==> src/cpu_core_map.vh <==
// Summary of operation
// - program counter is 10 bits, addressing 1024 words of 14 bits
// - fetching starts at address 0 after reset; interrupts vector to 4
// - data address 0 goes through pointer zero, address 1 through pointer one
// - each pointer keeps only seven bits, reaching only the 128-byte space
// - direct file field selects 00h..7Fh; 08h..7Fh is general data memory
// - power-down flag set by sleep, cleared by writing zero or reset
// - destination bit 0 writes working register, 1 writes the file location
// - bit ops take 3-bit position; set, clear or test without flag change
// - taken skip discards the fetched instruction and runs a no-op instead
// - skip-on-zero inc/dec store result, change no flag; plain inc/dec set zero
// - call pushes next address, loads literal address, takes two cycles
// - computed jump loads pc plus one plus sign-extended working register, two cycles
// - add sums working register and file byte, updating carry, digit carry, zero
// - add with carry also adds carry flag, updating carry, digit carry, zero
// - clear file writes zero and always sets the zero flag
// - complement inverts the file byte to the destination, updating zero only
// - both register moves copy one byte in one cycle without flag changes
// - and of working register and file byte goes to destination, zero only
// - flag register holds external and timer flags; enables add a global enable
// - no halt operation; sleep is the only low-power instruction
// - rotates shift file byte through carry, one position left or right
// - interrupt return pops the pc and sets the global enable
`ifndef CPU_CORE_MAP_VH
`define CPU_CORE_MAP_VH
// data space offsets
`define ADR_INDIRECT_ZERO   7'h00
`define ADR_INDIRECT_ONE    7'h01
`define ADR_POINTER_ZERO    7'h02
`define ADR_POINTER_ONE     7'h03
`define ADR_STATUS          7'h04
`define ADR_WORKING         7'h05
`define ADR_IRQ_FLAGS       7'h06
`define ADR_IRQ_ENABLES     7'h07
`define ADR_FIRST_EXTERNAL  7'h08
// status fields
`define ST_POWER_DOWN_BIT   5
`define ST_DIGIT_CARRY_BIT  2
`define ST_CARRY_BIT        1
`define ST_ZERO_BIT         0
// interrupt fields
`define IRQ_EXT_BIT         1
`define IRQ_TIMER_BIT       0
`define IRQ_GLOBAL_BIT      7
// vectors
`define RESET_VECTOR        10'h000
`define IRQ_VECTOR          10'h004
// opcode groups in bits 13:12
`define GRP_BYTE            2'b00
`define GRP_BIT             2'b01
`define GRP_BRANCH          2'b10
`define GRP_LITERAL         2'b11
// byte-op codes in bits 11:8
`define OP_MISC             4'h0
`define OP_MOVE_CLEAR       4'h1
`define OP_ADD              4'h2
`define OP_INC              4'h3
`define OP_INC_SKIP         4'h4
`define OP_DEC              4'h5
`define OP_DEC_SKIP         4'h6
`define OP_SUB              4'h7
`define OP_COMPLEMENT       4'h8
`define OP_MOVE_FROM        4'h9
`define OP_ADD_CARRY        4'hA
`define OP_AND              4'hB
`define OP_OR               4'hC
`define OP_XOR              4'hD
`define OP_ROT_LEFT         4'hE
`define OP_SUB_CARRY        4'hF
// misc codes in bits 7:0
`define MISC_RETURN         8'h01
`define MISC_IRQ_RETURN     8'h02
`define MISC_SLEEP          8'h03
`define MISC_COMPUTED_JUMP  8'h04
// literal codes in bits 11:8
`define LIT_ADD             4'h0
`define LIT_SUB             4'h1
`define LIT_AND             4'h2
`define LIT_OR              4'h3
`define LIT_XOR             4'h4
`define LIT_MOVE            4'h5
`define LIT_RETURN          4'h6
`define LIT_ROT_RIGHT       4'h8
`endif

==> src/README_unused.v <==
`timescale 1ns/1ns

==> src/lcd_mcu_cpu_core.v <==
`timescale 1ns/1ns
`include "cpu_core_map.vh"
module lcd_mcu_cpu_core #(
   parameter STACK_DEPTH = 4,    // return stack entries
   parameter SP_W        = 2     // stack index width
) (
   input  wire        clk,          // 50 MHz system clock
   input  wire        rstn,         // asynchronous reset, active low
   output reg  [9:0]  rom_addr_q,   // program address
   input  wire [13:0] rom_data,     // instruction word for rom_addr_q
   output reg  [6:0]  dm_addr_q,    // data space address
   output reg  [7:0]  dm_wdata_q,   // data space write byte
   output reg         dm_we_q,      // data space write strobe
   input  wire [7:0]  dm_rdata,     // data space read byte for dm_addr_q
   input  wire        ext_irq_evt,  // external input interrupt event
   input  wire        timer_irq_evt,// timer interrupt event
   output reg         power_down_q, // power-down flag
   output reg         sleeping_q    // core halted awaiting wake-up
);
   localparam [3:0] S_FETCH  = 4'b0001;
   localparam [3:0] S_DECODE = 4'b0010;
   localparam [3:0] S_EXEC   = 4'b0100;
   localparam [3:0] S_SLEEP  = 4'b1000;

   reg [3:0]  state_q;
   reg [9:0]  pc_q;
   reg [13:0] ir_q;
   reg [7:0]  w_q;
   reg [6:0]  ptr0_q;
   reg [6:0]  ptr1_q;
   reg        c_q;
   reg        dc_q;
   reg        z_q;
   reg [1:0]  flags_q;
   reg [1:0]  enables_q;
   reg        gie_q;
   reg        flush_q;
   reg        flush_adv_q;
   reg [SP_W-1:0] sp_q;
   reg [9:0]  stk_q [0:STACK_DEPTH-1];

   wire [1:0] pending  = flags_q & enables_q;
   wire [9:0] stk_top  = stk_q[sp_q - 1'b1];
   wire [9:0] pc_inc   = pc_q + 10'h001;

   // effective address of the instruction word now on the rom bus
   reg [6:0] ea_d;
   always @* begin
      ea_d = rom_data[6:0];
      if (rom_data[6:0] == `ADR_INDIRECT_ZERO)
         ea_d = ptr0_q;
      else if (rom_data[6:0] == `ADR_INDIRECT_ONE)
         ea_d = ptr1_q;
   end

   // operand read: core registers live here, the rest comes from the data port
   reg [7:0] fv;
   always @* begin
      case (dm_addr_q)
         `ADR_INDIRECT_ZERO: fv = 8'h00; // pointer aimed at itself reads zero
         `ADR_INDIRECT_ONE:  fv = 8'h00;
         `ADR_POINTER_ZERO:  fv = {1'b0, ptr0_q};
         `ADR_POINTER_ONE:   fv = {1'b0, ptr1_q};
         `ADR_STATUS:        fv = {2'b00, power_down_q, 2'b00, dc_q, c_q, z_q};
         `ADR_WORKING:       fv = w_q;
         `ADR_IRQ_FLAGS:     fv = {6'h00, flags_q};
         `ADR_IRQ_ENABLES:   fv = {gie_q, 5'h00, enables_q};
         default:            fv = dm_rdata;
      endcase
   end

   // instruction fields
   wire [1:0] grp  = ir_q[13:12];
   wire [3:0] sub  = ir_q[11:8];
   wire       dbit = ir_q[7];
   wire [7:0] k8   = ir_q[7:0];
   wire [2:0] bsel = ir_q[9:7];
   wire [7:0] bmask = 8'h01 << bsel;

   // shared adder for all add and subtract forms
   reg  [7:0] add_a;
   reg  [7:0] add_b;
   reg        add_cin;
   wire [8:0] add_sum = {1'b0, add_a} + {1'b0, add_b} + {8'h00, add_cin};
   wire [4:0] add_low = {1'b0, add_a[3:0]} + {1'b0, add_b[3:0]} + {4'h0, add_cin};

   reg [7:0] res;
   reg       wr_f;
   reg       wr_w;
   reg       upd_z;
   reg       upd_c;
   reg       upd_dc;
   reg       new_c;
   reg       skip;
   reg       branch;
   reg [9:0] pc_n;
   reg       push;
   reg       pop;
   reg       set_gie;
   reg       do_sleep;

   // decode and execute one instruction word
   always @* begin
      add_a = fv;
      add_b = w_q;
      add_cin = 1'b0;
      res = fv;
      wr_f = 1'b0;
      wr_w = 1'b0;
      upd_z = 1'b0;
      upd_c = 1'b0;
      upd_dc = 1'b0;
      new_c = add_sum[8];
      skip = 1'b0;
      branch = 1'b0;
      pc_n = pc_inc;
      push = 1'b0;
      pop = 1'b0;
      set_gie = 1'b0;
      do_sleep = 1'b0;
      case (grp)
         `GRP_BYTE: begin
            wr_w = ~dbit;
            wr_f = dbit;
            case (sub)
               `OP_MISC: begin
                  wr_w = 1'b0;
                  wr_f = 1'b0;
                  case (k8)
                     `MISC_RETURN: begin
                        pop = 1'b1;
                        branch = 1'b1;
                        pc_n = stk_top;
                     end
                     `MISC_IRQ_RETURN: begin
                        pop = 1'b1;
                        branch = 1'b1;
                        pc_n = stk_top;
                        set_gie = 1'b1;
                     end
                     `MISC_SLEEP: do_sleep = 1'b1;
                     `MISC_COMPUTED_JUMP: begin
                        branch = 1'b1;
                        pc_n = pc_inc + {{2{w_q[7]}}, w_q};
                     end
                     default: pc_n = pc_inc;
                  endcase
               end
               `OP_MOVE_CLEAR: begin
                  wr_w = 1'b0;
                  wr_f = 1'b1;
                  if (dbit)
                     res = w_q;
                  else begin
                     res = 8'h00;
                     upd_z = 1'b1;
                  end
               end
               `OP_ADD: begin
                  res = add_sum[7:0];
                  {upd_c, upd_dc, upd_z} = 3'b111;
               end
               `OP_INC: begin
                  res = fv + 8'h01;
                  upd_z = 1'b1;
               end
               `OP_INC_SKIP: begin
                  res = fv + 8'h01;
                  skip = (res == 8'h00);
               end
               `OP_DEC: begin
                  res = fv - 8'h01;
                  upd_z = 1'b1;
               end
               `OP_DEC_SKIP: begin
                  res = fv - 8'h01;
                  skip = (res == 8'h00);
               end
               `OP_SUB: begin
                  add_b = ~w_q;
                  add_cin = 1'b1;
                  res = add_sum[7:0];
                  {upd_c, upd_dc, upd_z} = 3'b111;
               end
               `OP_COMPLEMENT: begin
                  res = ~fv;
                  upd_z = 1'b1;
               end
               `OP_MOVE_FROM: begin
                  wr_w = 1'b1;
                  wr_f = 1'b0;
               end
               `OP_ADD_CARRY: begin
                  add_cin = c_q;
                  res = add_sum[7:0];
                  {upd_c, upd_dc, upd_z} = 3'b111;
               end
               `OP_AND: begin
                  res = fv & w_q;
                  upd_z = 1'b1;
               end
               `OP_OR: begin
                  res = fv | w_q;
                  upd_z = 1'b1;
               end
               `OP_XOR: begin
                  res = fv ^ w_q;
                  upd_z = 1'b1;
               end
               `OP_ROT_LEFT: begin
                  res = {fv[6:0], c_q};
                  new_c = fv[7];
                  upd_c = 1'b1;
               end
               default: begin // subtract with carry
                  add_b = ~w_q;
                  add_cin = c_q;
                  res = add_sum[7:0];
                  {upd_c, upd_dc, upd_z} = 3'b111;
               end
            endcase
         end
         `GRP_BIT: begin
            case (ir_q[11:10])
               2'b00: begin
                  res = fv & ~bmask;
                  wr_f = 1'b1;
               end
               2'b01: begin
                  res = fv | bmask;
                  wr_f = 1'b1;
               end
               2'b10:   skip = ((fv & bmask) == 8'h00);
               default: skip = ((fv & bmask) != 8'h00);
            endcase
         end
         `GRP_BRANCH: begin
            branch = 1'b1;
            pc_n = ir_q[9:0];
            push = ~ir_q[11];
         end
         default: begin
            wr_w = 1'b1;
            add_a = k8;
            case (sub)
               `LIT_ADD: begin
                  res = add_sum[7:0];
                  {upd_c, upd_dc, upd_z} = 3'b111;
               end
               `LIT_SUB: begin
                  add_b = ~w_q;
                  add_cin = 1'b1;
                  res = add_sum[7:0];
                  {upd_c, upd_dc, upd_z} = 3'b111;
               end
               `LIT_AND: begin
                  res = k8 & w_q;
                  upd_z = 1'b1;
               end
               `LIT_OR: begin
                  res = k8 | w_q;
                  upd_z = 1'b1;
               end
               `LIT_XOR: begin
                  res = k8 ^ w_q;
                  upd_z = 1'b1;
               end
               `LIT_MOVE: res = k8;
               `LIT_RETURN: begin
                  res = k8;
                  pop = 1'b1;
                  branch = 1'b1;
                  pc_n = stk_top;
               end
               `LIT_ROT_RIGHT: begin
                  wr_w = ~dbit;
                  wr_f = dbit;
                  res = {c_q, fv[7:1]};
                  new_c = fv[0];
                  upd_c = 1'b1;
               end
               default: wr_w = 1'b0;
            endcase
         end
      endcase
   end

   wire exec_live = (state_q == S_EXEC) && !flush_q;
   wire irq_take  = (state_q == S_FETCH) && gie_q && (pending != 2'b00) && !flush_q;
   wire [SP_W-1:0] sp_wr = sp_q;

   // return stack, one entry per generate slot
   genvar gi;
   generate
      for (gi = 0; gi < STACK_DEPTH; gi = gi + 1) begin : g_stack
         always @(posedge clk or negedge rstn) begin
            if (!rstn)
               stk_q[gi] <= 10'h000;
            else if (irq_take && sp_wr == gi)
               stk_q[gi] <= pc_q;
            else if (exec_live && push && sp_wr == gi)
               stk_q[gi] <= pc_inc;
         end
      end
   endgenerate

   // sequencer: fetch, decode, execute; each instruction cycle is three clocks
   always @(posedge clk or negedge rstn) begin
      if (!rstn) begin
         state_q     <= S_FETCH;
         pc_q        <= `RESET_VECTOR;
         rom_addr_q  <= `RESET_VECTOR;
         ir_q        <= 14'h0000;
         dm_addr_q   <= 7'h00;
         flush_q     <= 1'b0;
         flush_adv_q <= 1'b0;
         sp_q        <= {SP_W{1'b0}};
         sleeping_q  <= 1'b0;
      end else begin
         case (state_q)
            S_FETCH: begin
               if (irq_take) begin
                  sp_q       <= sp_q + 1'b1;
                  pc_q       <= `IRQ_VECTOR;
                  rom_addr_q <= `IRQ_VECTOR;
               end else
                  state_q <= S_DECODE;
            end
            S_DECODE: begin
               ir_q      <= rom_data;
               dm_addr_q <= ea_d;
               state_q   <= S_EXEC;
            end
            S_EXEC: begin
               state_q <= S_FETCH;
               if (flush_q) begin
                  // the discarded slot runs as a no-op
                  flush_q    <= 1'b0;
                  pc_q       <= flush_adv_q ? pc_inc : pc_q;
                  rom_addr_q <= flush_adv_q ? pc_inc : pc_q;
               end else begin
                  pc_q        <= pc_n;
                  rom_addr_q  <= pc_n;
                  flush_q     <= skip | branch;
                  flush_adv_q <= skip;
                  if (push)
                     sp_q <= sp_q + 1'b1;
                  else if (pop)
                     sp_q <= sp_q - 1'b1;
                  if (do_sleep) begin
                     state_q    <= S_SLEEP;
                     sleeping_q <= 1'b1;
                  end
               end
            end
            S_SLEEP: begin
               // only an enabled flag wakes the core; a flag left set would wake at once
               if (pending != 2'b00) begin
                  state_q    <= S_FETCH;
                  sleeping_q <= 1'b0;
               end
            end
            default: state_q <= S_FETCH;
         endcase
      end
   end

   // external data port: write strobe follows the execute clock for one clock
   always @(posedge clk or negedge rstn) begin
      if (!rstn) begin
         dm_we_q    <= 1'b0;
         dm_wdata_q <= 8'h00;
      end else begin
         dm_we_q    <= exec_live && wr_f && (dm_addr_q >= `ADR_FIRST_EXTERNAL);
         dm_wdata_q <= res;
      end
   end

   wire f_wr = exec_live && wr_f;

   // core registers; flag updates come after the file write so they win
   always @(posedge clk or negedge rstn) begin
      if (!rstn) begin
         w_q          <= 8'h00;
         ptr0_q       <= 7'h00;
         ptr1_q       <= 7'h00;
         c_q          <= 1'b0;
         dc_q         <= 1'b0;
         z_q          <= 1'b0;
         power_down_q <= 1'b0;
         enables_q    <= 2'b00;
         gie_q        <= 1'b0;
      end else begin
         if (f_wr && dm_addr_q == `ADR_POINTER_ZERO)
            ptr0_q <= res[6:0];
         if (f_wr && dm_addr_q == `ADR_POINTER_ONE)
            ptr1_q <= res[6:0];
         if (f_wr && dm_addr_q == `ADR_STATUS) begin
            // software may only clear the flag; a one written here is ignored
            power_down_q <= power_down_q & res[`ST_POWER_DOWN_BIT];
            dc_q <= res[`ST_DIGIT_CARRY_BIT];
            c_q  <= res[`ST_CARRY_BIT];
            z_q  <= res[`ST_ZERO_BIT];
         end
         if (exec_live && (wr_w || (wr_f && dm_addr_q == `ADR_WORKING)))
            w_q <= res;
         if (f_wr && dm_addr_q == `ADR_IRQ_ENABLES) begin
            enables_q <= {res[`IRQ_EXT_BIT], res[`IRQ_TIMER_BIT]};
            gie_q     <= res[`IRQ_GLOBAL_BIT];
         end
         if (exec_live && upd_c)
            c_q <= new_c;
         if (exec_live && upd_dc)
            dc_q <= add_low[4];
         if (exec_live && upd_z)
            z_q <= (res == 8'h00);
         if (exec_live && do_sleep)
            power_down_q <= 1'b1;
         if (exec_live && set_gie)
            gie_q <= 1'b1;
         if (irq_take)
            gie_q <= 1'b0;
      end
   end

   // interrupt flags: an event in the clearing clock still lands
   always @(posedge clk or negedge rstn) begin
      if (!rstn)
         flags_q <= 2'b00;
      else if (f_wr && dm_addr_q == `ADR_IRQ_FLAGS)
         flags_q <= {res[`IRQ_EXT_BIT], res[`IRQ_TIMER_BIT]}
                    | {ext_irq_evt, timer_irq_evt};
      else
         flags_q <= flags_q | {ext_irq_evt, timer_irq_evt};
   end
endmodule

==> config.mk <==
export PLATFORM = sky130hd
export DESIGN_NAME = lcd_mcu_cpu_core
export DESIGN_NICKNAME = d
export VERILOG_FILES = /design/src/README_unused.v /design/src/lcd_mcu_cpu_core.v
export VERILOG_INCLUDE_DIRS = /design/src /design/src/src
export SDC_FILE = /design/constraint.sdc
export NUM_CORES = 1
export LEC_CHECK = 0
export ABC_AREA = 1
export ABC_CLOCK_PERIOD_IN_PS = 4700
export BUFFER_PORTS_ARGS = -buffer_cell sky130_fd_sc_hd__buf_2
export CORE_UTILIZATION = 29
export CTS_BUF_LIST = sky130_fd_sc_hd__clkbuf_16
export DETAILED_ROUTE_END_ITERATION = 8
export SYNTH_ARGS = -nofsm -noshare
export SYNTH_HDL_FRONTEND = slang
export SYNTH_SLANG_ARGS = --single-unit
==> constraint.sdc <==
create_clock -name clk -period 4.7 [get_ports clk]
set_clock_uncertainty 0.1 [all_clocks]
set_input_delay 0.235 -clock clk [delete_from_list [all_inputs] [get_ports clk]]
set_output_delay 0.235 -clock clk [all_outputs]
set_load 0.01 [all_outputs]
**Word-level counts from Yosys, hierarchy flattened**

Index checks and enable logic that the tools add are counted.
W data, S select, Z words.

- Register bits: 120
- Output and inout port bits: 28
- Word-level logic and storage cells: 275

- Add/subtract/negate cells: 10
- Order comparisons: 2
- Equality and inequality tests: 44
- Shift operators: 1
- Mux-type cells: 98
- Bitwise logic cells: 21
- Reduce and logical (&&, ||, !) cells: 75

Operators with widths:

| kind | number |
|---|---|
| $mux W10 | 15 |
| $pmux W8 S9 | 1 |
| $pmux W8 S7 | 1 |
| $pmux W8 S6 | 1 |
| $pmux W10 S2 | 2 |
| $mux W1 | 38 |
| $and A8 B8 Y8 | 4 |
| $eq A4 B4 Y1 const B | 8 |
| $logic_not A8 Y1 | 4 |
| $mux W8 | 4 |
| $pmux W1 S2 | 16 |
| $pmux W8 S2 | 2 |
| $pmux W10 S3 | 1 |
| $eq A7 B3 Y1 const B | 4 |
| $logic_and A1 B1 Y1 | 27 |
| $not A8 Y8 | 3 |
| $or A8 B8 Y8 | 3 |
| $pmux W8 S3 | 1 |
| $reduce_bool A2 Y1 | 11 |
| $bmux W10 S2 | 1 |
| $eq A4 B3 Y1 const B | 5 |
| $eq A8 B2 Y1 const B | 2 |
| $mux W4 | 4 |
| $pmux W4 S4 | 1 |
| 52 further kinds | 92 |

**Longest topological paths before layout**

- Depth after elaboration: 11
- Gate-level depth with buffers: 28
- Mapped depth without buffers: 27

**Worst setup path before layout**

Ideal clock, no wire load.

- Kind: register to register
- Start: reg ir_q[12]
- End: reg z_q
- Setup time: 0.077 ns
- Arrival: 4.075 ns
- Required time: 4.523 ns
- Slack: 0.447 ns
- Stages on the path, launching flop included: 22
- Path through: dfrtp_1 > ha_1 > clkbuf_1 > inv_1 > buf_1 > clkbuf_1 > clkbuf_1 > o21ai_0 > fa_1 > fa_1 > o21ai_0 > a21oi_1 > o21bai_1 > xnor2_1 > a21oi_1 > nand2_1 > nand2_1 > nand2_1 > nand2_1 > nor2_1 > nand3_1 > a21oi_1

- Longest elaborated chain between the ends: 9
- Elaborated cells between the ends (all ways): 22

RTL lines:

| what | RTL line | RTL |
|---|---|---|
| start, declared | lcd_mcu_cpu_core.v:27 | `reg [13:0] ir_q;` |
| start signal, assigned | lcd_mcu_cpu_core.v:330 | `ir_q <= rom_data;` |
| $eq A2 B2 Y1, or another cell as far along | lcd_mcu_cpu_core.v:121 | `case (grp)` |
| $reduce_or A2 Y1 (no line) or $reduce_or A3 Y1 (tied branches) | -- |  |
| $pmux W8 S2 or $mux W8 (tied branches) | lcd_mcu_cpu_core.v:121 |  |
| $add A8 B8 Y9 | lcd_mcu_cpu_core.v:84 | `wire [8:0] add_sum = {1'b0, add_a} + {1'b0, add_b} + {8'h00, add_cin};` |
| $add A9 B1 Y9 | lcd_mcu_cpu_core.v:84 |  |
| $pmux W8 S9 or $pmux W8 S6 (tied branches) | lcd_mcu_cpu_core.v:125, lcd_mcu_cpu_core.v:245 |  |
| $pmux W8 S3 * | lcd_mcu_cpu_core.v:121 |  |
| via res[6] | lcd_mcu_cpu_core.v:87 | `reg [7:0] res;` |
| $logic_not A8 Y1 * | lcd_mcu_cpu_core.v:416 | `z_q <= (res == 8'h00);` |
| $mux W1 * | lcd_mcu_cpu_core.v:415 | `if (exec_live && upd_z)` |
| end signal, assigned | lcd_mcu_cpu_core.v:403 | `` z_q <= res[`ST_ZERO_BIT]; `` |
| end signal, assigned | lcd_mcu_cpu_core.v:416 |  |
| end, declared | lcd_mcu_cpu_core.v:33 | `reg z_q;` |

Mark *: on every way through the listed nets, which the timed path passes. The rest lies on a longest branch. The select of a mux whose other input is x is not followed.
A chain may end at the register's enable or synchronous reset.

**Worst setup path in the final report**

- Start: reg dm_addr_q[3]
- End: reg z_q

- Longest elaborated chain between the ends: 10
- Elaborated cells between the ends (all ways): 30

RTL lines:

| what | RTL line | RTL |
|---|---|---|
| start, declared | lcd_mcu_cpu_core.v:11 | `output reg [6:0] dm_addr_q,` |
| start signal, assigned | lcd_mcu_cpu_core.v:314 | `dm_addr_q <= 7'h00;` |
| start signal, assigned | lcd_mcu_cpu_core.v:331 | `dm_addr_q <= ea_d;` |
| $eq A7 B1 Y1 or $logic_not A7 Y1 (tied branches) | lcd_mcu_cpu_core.v:59 | `case (dm_addr_q)` |
| $reduce_or A2 Y1 (no line) | -- |  |
| $pmux W8 S7 | lcd_mcu_cpu_core.v:59 |  |
| $mux W8 | lcd_mcu_cpu_core.v:121 |  |
| $add A8 B8 Y9 | lcd_mcu_cpu_core.v:84 |  |
| $add A9 B1 Y9 | lcd_mcu_cpu_core.v:84 |  |
| $pmux W8 S9 or $pmux W8 S6 (tied branches) | lcd_mcu_cpu_core.v:125, lcd_mcu_cpu_core.v:245 |  |
| $pmux W8 S3 | lcd_mcu_cpu_core.v:121 |  |
| $logic_not A8 Y1 or $mux W1 (tied branches) | lcd_mcu_cpu_core.v:416, lcd_mcu_cpu_core.v:398 |  |
| $mux W1 | lcd_mcu_cpu_core.v:415 |  |

Several ways; a longest one is shown, not always the timed one. The select of a mux whose other input is x is not followed.

==> impl_metrics.py <==
metrics = {
    "place": {
        "place_area_um2": 11030,
        "dp_cells": 2009,
        "place_ws_ns": 0.3129,
        "routabilityCongestion": 0.9978,
        "io_buffer_count": 53,
        "hpwl_um": 30070,
    },
    "clock_tree": {
        "clock_sinks": 120,
        "cts_tree": "yes",
        "clk_pin_slew_ns": 0.06,
        "root_buffer": "clkbuf_16",
        "cts_setup_buffers": 0,
        "clockBufferDepth": 2,
        "cts_made_buffers": 17,
        "htreeDepth": 4,
        "clkLatencyLatePin_ns": 0.44,
    },
    "finish": {
        "stdcell_count": 2053,
        "drive_gt1_frac": 0.1151,
        "design_area_um2": 11710,
        "fill_cells": 3757,
        "final_common_cell": "nand2_1",
        "final_core_utilization": 0.3364,
        "final_net_count": 1675,
        "multi_input_area_um2": 6327,
        "num_antenna_cells": 0,
        "layout_common_cells": "nand2_1, o21ai_0, inv_1",
        "seq_area_um2": 3004,
        "synthToLayoutAreaGrowth_pct": 13.56,
    },
    "sta": {
        "rsz0062_at_grt": "false",
        "setup_viol": 0,
        "period_needed_ns": 4.239,
        "finalHoldViolCount": 0,
        "slew_violations": 0,
        "fin_ws_ns": 0.4606,
        "whs_ns": 0.01988,
        "timing.fmax_ghz": 0.2359,
        "post-route-period-util": 0.9020,
        "setup_tns_ns": 0,
        "worst_pin_slew_ns": 1.058,
        "relSlewSlack": 0.2917,
    },
    "power": {
        "p_total_mw": 8.432,
        "irDropWorstVdd_v": 0.0003357,
        "p_per_area_nw_per_um2": 720.3,
        "p_leak_nw": 5.475,
    },
    "logic_synthesis": {
        "avgSynthCellArea_um2": 6.716,
        "synth_edf_count": 0,
        "synthArstFlopShare": 1.000,
        "syn_area_um2": 10310,
        "yosys_register_bits": 120,
        "seq_area_frac_synth": 0.2914,
        "yosysWarnings": 0,
        "ys_types": 67,
        "ys.flop_type": "dfrtp_1",
        "netlist_instances": 1535,
        "synth_fp_nets": 1625,
    },
    "grt": {
        "first_global_vias": 10600,
        "grt_pass1_wl_um": 61510,
        "track_usage": 0.2212,
        "grt_overflow": 0,
        "grt_antenna_before_repair": 0,
        "grt_max_degree": 59,
    },
    "drt": {
        "first_iter_violations": 1189,
        "wl_per_cell_um": 19.29,
        "vias": 11230,
        "via_per_inst": 5.468,
        "routed_wl_um": 39610,
        "dr.pass1.iters": 6,
        "ant_nets": 0,
        "drc": 0,
    },
    "run_status": {
        "status": "completed",
    },
    "floorplan": {
        "dieHeight_um": 190.5,
        "dieArea_um2": 36310,
        "die_w_um": 190.5,
        "core_area_um2": 34800,
        "initial_core_util": 0.2962,
        "core.rowCount": 68,
        "boundaryPins": 54,
    },
    "flow_run": {
        "cap_violations": 0,
    },
    "worst_setup_path": {
        "crit_arrival_ns": 4.49,
        "crit_type": "reg2reg",
        "path_max_fanout": 11,
        "end_kind": "register",
        "startpoint_type": "register",
        "cp.required_ns": 4.95,
    },
    "worst_hold_path": {
        "hold_class": "in2reg",
    },
}
-- state kept, by name, summed over array words and instances, names as in the netlist, 4 cells and up --
register	count
ir_q	14
stk_q	40
pc_q	10
w_q	8
dm_addr_q	7
state_q	4
ptr1_q	7
dm_wdata_q	8
ptr0_q	7
-- layer usage --
metal | vias up | wire length, um | GRT usage | part of all wire
li1 | 5250 | - | - | -
met1 | 5311 | 17070 | 0.2950 | 0.43
met5 | - | 0 | 0 | 0
met4 | 0 | 1882 | 0.1052 | 0.048
met2 | 550 | 17430 | 0.3429 | 0.44
met3 | 115 | 3227 | 0.04122 | 0.081
-- cell type report --
| type | instances | share of cell area |
|---|---|---|
| Timing Repair Buffer | 85 | 0.04575 |
| Clock inverter | 15 | 0.009940 |
| Inverter | 194 | 0.06221 |
| Clock buffer | 17 | 0.03634 |
| Tap cell | 455 | 0.04863 |
| Multi-Input combinational cell | 1167 | 0.5405 |
| Sequential cell | 120 | 0.2566 |
-- kinds of logic (layout without fill, tap and decap cells) --
group           count (synthesis)  count (layout)  synth area share
xor+xnor                       13              13           0.01105
mux                             1               1          0.001092
flops                         120             120            0.2914
buf+inv                       249             311           0.09734
fa+ha+maj                      64              64           0.07986
simple gates                  680             681            0.2917
compound gates                408             408            0.2276
-- final timing paths --
check | from | to | slack (ns) | depth (start not counted)
max | dm_addr_q[3] | z_q | 0.46 | 23
min | rom_data[2] | ir_q[2] | 0.02 | 3
max reg2reg | dm_addr_q[3] | z_q | 0.46 | 23
min reg2reg | sleeping_q | sleeping_q | 0.38 | 2
max in group asynchronous | rstn | w_q[3] | 3.25 | 3
min in group asynchronous | rstn | stk_q[10] | 0.16 | 2
-- timing repair --
item	CTS	global route
resized for setup	0	3
hold buffers	11	0
hold endpoints to repair	34	0
endpoints found under the setup margin	0	5
-- critical path: stages, from the launching register on --
cell and delay [ns]:
dfrtp_1 0.41, inv_2 0.13, nand2_2 0.10, nor2_4 0.24
nand3_1 0.11, nand2_1 0.10, nor2_1 0.04, nand2_1 0.13
nand2_4 0.15, nand2_1 0.08, o21ai_0 0.13, fa_1 0.49
fa_1 0.56, o22ai_1 0.13, a211oi_2 0.26, nand4_1 0.12
o211ai_1 0.09, and2_4 0.23, nand2_1 0.07, nor2_1 0.10
nand2_1 0.06, nor2_1 0.10, nand3_1 0.07, a21oi_1 0.16
-- power breakdown --
part / switching (mW) / internal [mW]
sequential: 0.452 / 1.37
combinational: 3.75 / 1.64
clock: 0.506 / 0.714
total: 4.71 / 3.72
-- cells in the mapped netlist, types with 2 or more instances --
cell | n | area share
a221oi_1 | 7 | 0.0059
nand2_2 | 10 | 0.0061
nor2_8 | 2 | 0.0039
a211oi_1 | 4 | 0.0029
o21ai_0 | 168 | 0.082
buf_6 | 4 | 0.0044
dfrtp_1 | 119 | 0.29
or2_2 | 4 | 0.0024
fa_1 | 3 | 0.0058
inv_1 | 163 | 0.059
nand3b_1 | 2 | 0.0015
xor2_1 | 9 | 0.0076
a32oi_1 | 4 | 0.0034
xnor2_1 | 4 | 0.0034
nor2_1 | 138 | 0.050
a21oi_1 | 107 | 0.052
or2_1 | 3 | 0.0018
o31ai_1 | 3 | 0.0022
nand3_2 | 2 | 0.0019
buf_2 | 10 | 0.0049
clkinv_1 | 2 | 0.00073
ha_1 | 61 | 0.074
nand4_1 | 15 | 0.0091
a22o_1 | 3 | 0.0025
nor3_1 | 18 | 0.0087
o21bai_1 | 3 | 0.0022
o21ai_1 | 22 | 0.011
a31oi_1 | 15 | 0.0091
a22oi_1 | 6 | 0.0044
o221ai_1 | 7 | 0.0059
nand2_4 | 7 | 0.0076
inv_2 | 29 | 0.011
o211ai_1 | 25 | 0.018
o22ai_1 | 17 | 0.010
nor4_1 | 4 | 0.0024
clkbuf_1 | 35 | 0.013
nor2_4 | 8 | 0.0087
nand2_1 | 355 | 0.13
o2111ai_1 | 5 | 0.0042
buf_4 | 4 | 0.0029
nor2_2 | 8 | 0.0049
nand3_1 | 95 | 0.046
Note: power is estimated with default switching activity, not from simulation.
